==> config.mk <==
export PLATFORM = sky130hd
export DESIGN_NAME = wams_top
export DESIGN_NICKNAME = d
export VERILOG_FILES = /design/src/shared/wams_pkg.sv /design/src/rtl/wams_top.sv
export SDC_FILE = /design/constraint.sdc
export NUM_CORES = 1
export LEC_CHECK = 0
export ABC_AREA = 1
export BUFFER_PORTS_ARGS = -buffer_cell sky130_fd_sc_hd__buf_4
export CAP_MARGIN = 10
export CORE_AREA = 2 2 158 129
export DETAILED_ROUTE_END_ITERATION = 10
export DIE_AREA = 0 0 160 131
export MAX_ROUTING_LAYER = met4
export PLACE_DENSITY = 0.69
export SYNTH_ARGS = -nofsm -noshare
export SYNTH_HDL_FRONTEND = slang
export SYNTH_SLANG_ARGS = --single-unit
==> constraint.sdc <==
create_clock -name clk_i -period 1.8 [get_ports clk_i]
set_clock_uncertainty 0.2 [all_clocks]
set_input_delay 0.27 -clock clk_i [delete_from_list [all_inputs] [get_ports clk_i]]
set_output_delay 0.27 -clock clk_i [all_outputs]
set_load 0.005 [all_outputs]
==> src/shared/wams_pkg.sv <==
// package: constants, register map and types of the weld auxiliary sequencer
package wams_pkg;
  localparam int unsigned CLK_HZ = 100_000_000;
  // register byte offsets
  localparam logic [3:0] ADR_CTRL = 4'h0;
  localparam logic [3:0] ADR_TIME = 4'h4;
  localparam logic [3:0] ADR_SQDL = 4'h8;
  localparam logic [3:0] ADR_STAT = 4'hc;
  // control fields
  localparam int BRZ_LSB = 0;
  localparam int REP_BIT = 4;
  localparam int PRG_BIT = 5;
  localparam int CLR_BIT = 6;
  localparam int RSEL_LSB = 8;
  // status fields
  localparam int ST_VALVE = 8;
  localparam int ST_RETR = 9;
  localparam int ST_CUR = 10;
  localparam int ST_PROG = 11;
  localparam int ST_ERR_LSB = 16;
  // retraction selector and brazing codes
  localparam logic [7:0] RSEL_MOMENT = 8'h08;
  localparam logic [7:0] RSEL_MAINT = 8'h09;
  localparam logic [1:0] BRZ_NONE = 2'h0;
  localparam logic [1:0] BRZ_AUTO = 2'h1;
  localparam logic [1:0] BRZ_MAN = 2'h2;
  // error codes shown on the display
  localparam logic [7:0] ERR_NONE = 8'h00;
  localparam logic [7:0] ERR_STUCK = 8'h05;
  localparam logic [7:0] ERR_RETR = 8'h27;
  // line-cycle timing, lamp dimming duty and control reset value
  localparam int unsigned STUCK_LINE = 300;
  localparam int unsigned BLINK_LINE = 30;
  localparam logic [2:0] DIM_DUTY = 3'h3;
  localparam logic [31:0] CTRL_RST = 32'h0000_0000;

  typedef enum logic [2:0] {
    S_IDLE, S_SQDL, S_SQZ, S_WELD, S_HOLD, S_OFF, S_MAN
  } wams_state_t;

  // schedule intervals in line cycles
  typedef struct packed {
    logic [7:0] off;
    logic [7:0] hold;
    logic [7:0] weld;
    logic [7:0] squeeze;
  } wams_sched_t;

  // synchronised operator inputs
  typedef struct packed {
    logic zc;
    logic init1;
    logic init2;
    logic retr;
  } wams_pins_t;
endpackage

==> src/rtl/wams_top.sv <==
// weld auxiliary sequencer: brazing, squeeze delay and retraction valve control
//
// Decided for this implementation: the Wishbone slave port and the placing of the registers.
`timescale 1ns/1ps
module wams_top #(
  parameter int unsigned STUCK_CYC = wams_pkg::STUCK_LINE,
  parameter int unsigned BLINK_CYC = wams_pkg::BLINK_LINE
) (
  input wire logic clk_i,
  input wire logic rst_i,
  input wire logic wb_cyc_i,
  input wire logic wb_stb_i,
  input wire logic wb_we_i,
  input wire logic [3:0] wb_adr_i,
  input wire logic [3:0] wb_sel_i,
  input wire logic [31:0] wb_dat_i,
  output logic [31:0] wb_dat_o,
  output logic wb_ack_o,
  input wire logic line_zc_i,
  input wire logic init_stage1_i,
  input wire logic init_stage2_i,
  input wire logic retract_input_n_i,
  output logic main_valve_o,
  output logic weld_current_o,
  output logic third_valve_out_o,
  output logic squeeze_led_o,
  output logic third_valve_led_o,
  output logic prog_mode_o,
  output logic [7:0] error_code_o
);

  ////////////////////////////////////////////////////////////////////////
  // input synchronisers
  wams_pkg::wams_pins_t raw;
  wams_pkg::wams_pins_t s1_q, s2_q, s3_q, pin_q, pin_prev_q;
  assign raw = '{zc: line_zc_i, init1: init_stage1_i,
                 init2: init_stage2_i, retr: ~retract_input_n_i};

  // three stages; a level is taken once stages two and three agree
  genvar g;
  generate
    for (g = 0; g < $bits(wams_pkg::wams_pins_t); g++) begin : g_sync
      always_ff @(posedge clk_i) begin
        if (rst_i) begin
          s1_q[g] <= 1'b0;
          s2_q[g] <= 1'b0;
          s3_q[g] <= 1'b0;
          pin_q[g] <= 1'b0;
        end else begin
          s1_q[g] <= raw[g];
          s2_q[g] <= s1_q[g];
          s3_q[g] <= s2_q[g];
          if (s2_q[g] == s3_q[g]) begin
            pin_q[g] <= s3_q[g];
          end
        end
      end
    end
  endgenerate

  // previous filtered level for edge detection
  always_ff @(posedge clk_i) begin
    if (rst_i) begin
      pin_prev_q <= '0;
    end else begin
      pin_prev_q <= pin_q;
    end
  end

  logic tick, retr_open, init1_rise;
  assign tick = pin_q.zc & ~pin_prev_q.zc;
  assign retr_open = ~pin_q.retr & pin_prev_q.retr;
  assign init1_rise = pin_q.init1 & ~pin_prev_q.init1;

  ////////////////////////////////////////////////////////////////////////
  // register file
  logic [31:0] ctrl_q;
  wams_pkg::wams_sched_t sched_q;
  logic [7:0] sqdl_q;
  logic wr, rd;
  assign wr = wb_cyc_i & wb_stb_i & wb_we_i & ~wb_ack_o;
  assign rd = wb_cyc_i & wb_stb_i & ~wb_we_i & ~wb_ack_o;

  // byte-lane merge for writes
  function automatic logic [31:0] merge(input logic [31:0] old,
                                        input logic [31:0] nw,
                                        input logic [3:0] sel);
    logic [31:0] r;
    r = old;
    for (int i = 0; i < 4; i++) begin
      if (sel[i]) begin
        r[i*8 +: 8] = nw[i*8 +: 8];
      end
    end
    return r;
  endfunction

  logic [1:0] brz;
  logic [7:0] rsel;
  logic repeat_en, prog_req, moment, maint;
  assign brz = ctrl_q[wams_pkg::BRZ_LSB +: 2];
  assign repeat_en = ctrl_q[wams_pkg::REP_BIT];
  assign prog_req = ctrl_q[wams_pkg::PRG_BIT];
  assign rsel = ctrl_q[wams_pkg::RSEL_LSB +: 8];
  assign moment = (rsel == wams_pkg::RSEL_MOMENT);
  assign maint = (rsel == wams_pkg::RSEL_MAINT);

  // configuration writes; a clear-error write is a self-clearing bit
  always_ff @(posedge clk_i) begin
    if (rst_i) begin
      ctrl_q <= wams_pkg::CTRL_RST;
      sched_q <= '0;
      sqdl_q <= '0;
    end else begin
      ctrl_q[wams_pkg::CLR_BIT] <= 1'b0;
      if (wr) begin
        if (wb_adr_i == wams_pkg::ADR_CTRL) begin
          ctrl_q <= merge(ctrl_q, wb_dat_i, wb_sel_i);
        end else if (wb_adr_i == wams_pkg::ADR_TIME) begin
          sched_q <= merge(sched_q, wb_dat_i, wb_sel_i);
        end else if (wb_adr_i == wams_pkg::ADR_SQDL && wb_sel_i[0]) begin
          sqdl_q <= wb_dat_i[7:0];
        end
      end
    end
  end

  ////////////////////////////////////////////////////////////////////////
  // retraction valve
  logic retr_on_q, armed_q, stuck_q;
  logic [3:0] fill_q;
  logic [$clog2(STUCK_CYC+1)-1:0] stuck_cnt_q;
  logic retr_active;
  assign retr_active = moment | maint;

  // stuck-closed watch, timed in line cycles
  always_ff @(posedge clk_i) begin
    if (rst_i || !moment || !pin_q.retr) begin
      stuck_cnt_q <= '0;
      stuck_q <= 1'b0;
    end else if (tick && !stuck_q) begin
      if (stuck_cnt_q == STUCK_CYC[$bits(stuck_cnt_q)-1:0] - 1'b1) begin
        stuck_q <= 1'b1;
      end
      stuck_cnt_q <= stuck_cnt_q + 1'b1;
    end
  end

  // switch must read open after reset; fill waits out the synchroniser's reset level
  always_ff @(posedge clk_i) begin
    if (rst_i) begin
      armed_q <= 1'b0;
      fill_q <= '0;
    end else begin
      fill_q <= {fill_q[2:0], 1'b1};
      if (fill_q[3] && !pin_q.retr && s2_q.retr == s3_q.retr) begin
        armed_q <= 1'b1;
      end
    end
  end

  // toggles on release so a held switch still toggles once it opens
  always_ff @(posedge clk_i) begin
    if (rst_i) begin
      retr_on_q <= 1'b0;
    end else if (moment) begin
      if (retr_open) begin
        retr_on_q <= ~retr_on_q;
      end
    end else if (maint) begin
      retr_on_q <= pin_q.retr & armed_q;
    end else begin
      retr_on_q <= 1'b0;
    end
  end

  ////////////////////////////////////////////////////////////////////////
  // weld sequencer
  wams_pkg::wams_state_t st_q;
  logic [7:0] cnt_q;
  logic first_q, cur_q, valve_q;
  logic start_ok, refuse, done;
  assign start_ok = ~retr_active | retr_on_q;
  assign refuse = init1_rise & ~start_ok & (st_q == wams_pkg::S_IDLE);
  assign done = (cnt_q == '0);

  // interval counter: loaded on entry, counts down on line ticks
  always_ff @(posedge clk_i) begin
    if (rst_i) begin
      st_q <= wams_pkg::S_IDLE;
      cnt_q <= '0;
    end else begin
      if (!done && tick) begin
        cnt_q <= cnt_q - 1'b1;
      end
      case (st_q)
        wams_pkg::S_IDLE: begin
          if (pin_q.init1 && start_ok && !prog_mode_o) begin
            if (brz == wams_pkg::BRZ_MAN) begin
              st_q <= wams_pkg::S_MAN;
            end else if (sqdl_q != '0) begin
              st_q <= wams_pkg::S_SQDL;
              cnt_q <= sqdl_q;
            end else begin
              st_q <= wams_pkg::S_SQZ;
              cnt_q <= sched_q.squeeze;
            end
          end
        end
        wams_pkg::S_SQDL: begin
          if (brz == wams_pkg::BRZ_AUTO && !pin_q.init1) begin
            st_q <= wams_pkg::S_IDLE;
          end else if (done) begin
            st_q <= wams_pkg::S_SQZ;
            cnt_q <= sched_q.squeeze;
          end
        end
        wams_pkg::S_SQZ: begin
          // in auto braze, a beat during squeeze drops the sequence
          if (brz == wams_pkg::BRZ_AUTO && !pin_q.init1) begin
            st_q <= wams_pkg::S_IDLE;
          end else if (done) begin
            st_q <= wams_pkg::S_WELD;
            cnt_q <= sched_q.weld;
          end
        end
        wams_pkg::S_WELD: begin
          if ((brz == wams_pkg::BRZ_AUTO && !pin_q.init1) || done) begin
            st_q <= wams_pkg::S_HOLD;
            cnt_q <= sched_q.hold;
          end
        end
        wams_pkg::S_HOLD: begin
          if (done) begin
            if (repeat_en && pin_q.init1 && brz == wams_pkg::BRZ_NONE) begin
              st_q <= wams_pkg::S_OFF;
              cnt_q <= sched_q.off;
            end else begin
              st_q <= wams_pkg::S_IDLE;
            end
          end
        end
        wams_pkg::S_OFF: begin
          // later squeezes of a repeat series skip the delay
          if (done) begin
            if (pin_q.init1 && start_ok) begin
              st_q <= wams_pkg::S_SQZ;
              cnt_q <= sched_q.squeeze;
            end else begin
              st_q <= wams_pkg::S_IDLE;
            end
          end
        end
        wams_pkg::S_MAN: begin
          if (!pin_q.init1) begin
            st_q <= wams_pkg::S_IDLE;
          end
        end
        default: begin
          st_q <= wams_pkg::S_IDLE;
        end
      endcase
    end
  end

  // valve and current outputs are decoded from the registered state and reach the pins two cycles behind it
  always_ff @(posedge clk_i) begin
    if (rst_i) begin
      valve_q <= 1'b0;
      cur_q <= 1'b0;
      first_q <= 1'b0;
    end else begin
      valve_q <= (st_q == wams_pkg::S_SQZ) || (st_q == wams_pkg::S_WELD) ||
                 (st_q == wams_pkg::S_HOLD) || (st_q == wams_pkg::S_MAN);
      cur_q <= ((st_q == wams_pkg::S_WELD) && !done &&
                !(brz == wams_pkg::BRZ_AUTO && !pin_q.init1)) ||
               ((st_q == wams_pkg::S_MAN) && pin_q.init1 && pin_q.init2);
      first_q <= (st_q == wams_pkg::S_SQDL);
    end
  end

  ////////////////////////////////////////////////////////////////////////
  // program mode, errors and lamps
  // program mode is granted only while the retraction valve is off
  always_ff @(posedge clk_i) begin
    if (rst_i) begin
      prog_mode_o <= 1'b0;
    end else if (!prog_req) begin
      prog_mode_o <= 1'b0;
    end else if (!retr_on_q && st_q == wams_pkg::S_IDLE) begin
      prog_mode_o <= 1'b1;
    end
  end

  // a new error wins over a clear in the same cycle
  always_ff @(posedge clk_i) begin
    if (rst_i) begin
      error_code_o <= wams_pkg::ERR_NONE;
    end else if (refuse) begin
      error_code_o <= wams_pkg::ERR_RETR;
    end else if (stuck_q) begin
      error_code_o <= wams_pkg::ERR_STUCK;
    end else if (ctrl_q[wams_pkg::CLR_BIT]) begin
      error_code_o <= wams_pkg::ERR_NONE;
    end
  end

  // blink timer on line ticks; pwm on the system clock for dimming
  logic [$clog2(BLINK_CYC+1)-1:0] blink_cnt_q;
  logic blink_q;
  logic [2:0] pwm_q;
  always_ff @(posedge clk_i) begin
    if (rst_i) begin
      blink_cnt_q <= '0;
      blink_q <= 1'b0;
      pwm_q <= '0;
    end else begin
      pwm_q <= pwm_q + 1'b1;
      if (tick) begin
        if (blink_cnt_q == BLINK_CYC[$bits(blink_cnt_q)-1:0] - 1'b1) begin
          blink_cnt_q <= '0;
          blink_q <= ~blink_q;
        end else begin
          blink_cnt_q <= blink_cnt_q + 1'b1;
        end
      end
    end
  end

  // third-valve lamp shows blink only, never the steady output level; squeeze lamp is steady in squeeze, dimmed in delay
  always_ff @(posedge clk_i) begin
    if (rst_i) begin
      third_valve_led_o <= 1'b0;
      squeeze_led_o <= 1'b0;
      third_valve_out_o <= 1'b0;
      main_valve_o <= 1'b0;
      weld_current_o <= 1'b0;
    end else begin
      third_valve_led_o <= retr_on_q & blink_q;
      squeeze_led_o <= (st_q == wams_pkg::S_SQZ) ||
                       (first_q && pwm_q < wams_pkg::DIM_DUTY);
      third_valve_out_o <= retr_on_q;
      main_valve_o <= valve_q;
      weld_current_o <= cur_q;
    end
  end

  ////////////////////////////////////////////////////////////////////////
  // wishbone answer: ack one cycle after the strobe, unmapped reads zero
  always_ff @(posedge clk_i) begin
    if (rst_i) begin
      wb_ack_o <= 1'b0;
      wb_dat_o <= '0;
    end else begin
      wb_ack_o <= wb_cyc_i & wb_stb_i & ~wb_ack_o;
      wb_dat_o <= '0;
      if (rd) begin
        if (wb_adr_i == wams_pkg::ADR_CTRL) begin
          wb_dat_o <= ctrl_q;
        end else if (wb_adr_i == wams_pkg::ADR_TIME) begin
          wb_dat_o <= sched_q;
        end else if (wb_adr_i == wams_pkg::ADR_SQDL) begin
          wb_dat_o <= {24'h00_0000, sqdl_q};
        end else if (wb_adr_i == wams_pkg::ADR_STAT) begin
          wb_dat_o[2:0] <= st_q;
          wb_dat_o[wams_pkg::ST_VALVE] <= main_valve_o;
          wb_dat_o[wams_pkg::ST_RETR] <= retr_on_q;
          wb_dat_o[wams_pkg::ST_CUR] <= weld_current_o;
          wb_dat_o[wams_pkg::ST_PROG] <= prog_mode_o;
          wb_dat_o[wams_pkg::ST_ERR_LSB +: 8] <= error_code_o;
        end
      end
    end
  end

endmodule

==> summary.md <==
| Metric | Value |
|---|---|
| Unique masters post-synth | 42 |
| Core utilization of the finished layout | roughly 58% |
| Most frequent cell after synthesis | nand2_1 |
| Worst-case hold slack | 49.02 ps |
| Synth-to-Final Area Change | 46.95% |
| CP Class | reg2reg |
| Final min period | about 2000 ps |
| Largest area contributor in the netlist | dfxtp_1 |
| Total gr overflow | 0 |
| Number of buffers on the longest clock path | 2 |
| Slew Viols, Final | 0 |
| Total routing resource utilization after global routing | roughly 24% |
| Area fraction of the dominant cell type after synthesis | 44.90% |
| Top_reg_cell synth | dfxtp_1 |
| Share of post-route cells with drive strength above 1 | ~30% |
| Max Freq | between 500 and 600 MHz |
| Final worst path period share | 109.3% |
| Placement row count | between 40 and 50 |
| Synth warnings | 0 |
| RSZ-0062 raised after global routing | true |
| #FFs+latches synth | around 170 |
| Count of clock tree sinks | between 150 and 200 |
| Leakage power figure | around 4.8 nW |
| Worst ir drop on vdd | 0.6191 mV |
| Total DRC errors in the routed layout | 0 |
| Number of global-route vias before repair | 7459 |
| Clock latency on the worst-skew pair | between 400 and 500 ps |
| First-pass iteration count of the detailed router | 5 |
| Worst EP required | between 1500 and 2000 ps |
| Maximum number of pins on one net before global-route repair | 33 |
| Worst Setup Slack, final | -167.5 ps |
| Starting DRT DRC Count | between 600 and 700 |
| CP startpoint kind | flip-flop |
| Pwr per Cell Area | approximately 830 mW/mm^2 |
| Number of nets in the finished design | between 1000 and 1500 |
| Cells taking the most area after synthesis | dfxtp_1 45%, nand2_1 10%, nor2_1 8.3% |
| Biggest fanout along the worst timing path | 5 |
| Starting Density | between 30% and 40% |
| Total design power | about 9.3 mW |
| Worst setup slack before clock tree synthesis | -245.4 ps |
| Endpoints failing hold | 0 |
| Number of flops mapped to enable cells by yosys | 0 |
| Antenna diode count | 0 |
| Count of boundary I/O pins | 96 |
| Synthesized cell area | around 0.0076 mm^2 |
| H-tree level count | 4 |
| Routed vias | 8019 |
| Most numerous cell types in the synthesized netlist | 211 x nand2_1, 171 x dfxtp_1, 168 x nor2_1 |
| Routed len/inst | 15.12 um |
| Post-synthesis area per instance | 7.086 um^2 |
| Clock tree root buffer cell | clkbuf_16 |
| Number of antenna violations at the first check in global routing | 0 |
| Vertical die dimension | roughly 130 um |
| Core region area | a little under 0.02 mm^2 |
| Routability-driven placement congestion ratio | about 1.0 |
| Clock-pin slew on the worst setup and hold paths | 70 ps |
| Synthesized netlist cell count | about 1100 |
| Final ANT Viol Nets | 0 |
| Number of I/O port buffers | 91 |
| Max_cap viols | 0 |
| Total setup violations reported at the end of the flow | 13 |
| Fin Setup TNS | -1392 ps |
| Full die area | between 0.02 and 0.025 mm^2 |
| Violations in the final reports | setup timing |
| Run status | complete, but fails checks |
| Sum of routed wire length over all layers | ~25 mm |
| CP Capture Type | flip-flop |
| Die width | 160 um |
| Arrival time of data at the critical path endpoint | 2140 ps |
| CTS buffer count | 17 |
| Vias per Instance | between 4 and 5 |
| Async set-or-reset flop fraction in the synthesized netlist | 0% |
| Part of the Yosys area used for sequential elements | between 40 and 50% |
| Hold WC Path Type | in2reg |
| First-pass GRT wire length | 38.90 mm |
| Detailed placement HPWL | about 18 mm |
| CTS tree | done |
## worst paths after layout
path                                from     endpoint  slack [ps]  depth (start not counted)
worst max-delay path            cnt_q[1]     cnt_q[7]        -170                          9
worst min-delay path               rst_i  wb_dat_o[2]          50                          5
worst max register to register  cnt_q[1]     cnt_q[7]        -170                          9
worst min register to register   s1_q[3]      s2_q[3]         200                          2
## logic make-up after synthesis
family                   count (synthesis)  share of synthesized area (%)
AND/OR/NAND/NOR                        484                          27.50
AO/OA/AOI/OAI                          226                          16.08
flip-flops                             171                          44.90
adder cells (fa/ha/maj)                  6                         0.9845
XOR/XNOR                                 8                         0.9190
buffers and inverters                  180                          9.567
other                                    1                        0.04918
## stage by stage
| step | area (um^2) | std cells |
|---|---|---|
| 3_5_place_dp | 9537 | 1527 |
| 6_report | 11200 | 1624 |
| 2_1_floorplan | 7654 | 1079 |
| 3_3_place_gp | 9537 | 1527 |
| 4_1_cts | 10800 | 1610 |
| 5_1_grt | 11200 | 1624 |
## state kept, by name, summed over array words and instances, names as in the netlist, 4 cells and up
register / count
wb_dat_o: 32
stuck_cnt_q: 9
pin_q: 4
sched_q: 32
s1_q: 4
s3_q: 4
cnt_q: 8
ctrl_q: 32
s2_q: 4
blink_cnt_q: 5
fill_q: 4
sqdl_q: 8
## routing by layer
metal	vias up	wire, um	global-route usage (%)
met1	3696	11340	31.67
met4	0	641	9.274
met3	47	1515	3.914
met2	257	11050	38.73
met5	-	0	-
li1	4019	-	-
## power by group
part / total (mW) / internal [mW] / switching, mW
clock: 3.77 / 1.90 / 1.87
combinational: 1.66 / 0.783 / 0.877
sequential: 3.88 / 3.84 / 0.0385
total: 9.31 / 6.53 / 2.79
## layout by cell type (no fill, tap or decap), types with 5 or more instances in the layout
master,instances
nand2_1,188
nor2_4,13
nor2_2,14
inv_2,25
inv_8,5
dfxtp_2,7
buf_12,7
nand2_2,18
a21oi_1,99
buf_6,12
ha_1,5
clkbuf_16,17
buf_4,227
clkinv_8,5
o21ai_2,9
dlygate4sd3_1,41
nand3_1,43
nor2_1,153
a221oi_1,7
nand2_4,8
nand3_2,11
o21ai_0,69
o21ai_1,10
xor2_1,6
inv_1,112
nand4_1,12
a211oi_1,15
dfxtp_1,164
## critical path, cell delays in order (launching register included)
cell,delay [ps]
dfxtp_2,330
inv_2,70
ha_4,150
nand3_4,130
nor2_8,210
buf_6,150
nand4_1,210
nor2_2,230
nor2_1,70
a21oi_1,150
## area by class of cell
class / instances / area [um^2]
tap: 264 / 330.3
clock inverter: 15 / 188.9
inverter: 140 / 528.0
timing repair buffer: 287 / 2390
multi-input combinational: 730 / 3910
fill: 1780 / 8249
clock buffer: 17 / 425.4
sequential: 171 / 3432
## what timing repair did
item / CTS / global route
pin swaps: 25 / 42
hold endpoints to repair: 80 / 0
hold buffers: 41 / 0
resized for setup: 54 / 89
buffers inserted: 8 / 14
cloned: 2 / 0
endpoints found under the setup margin: 25 / 69
Note: power is estimated with default switching activity, not from simulation.
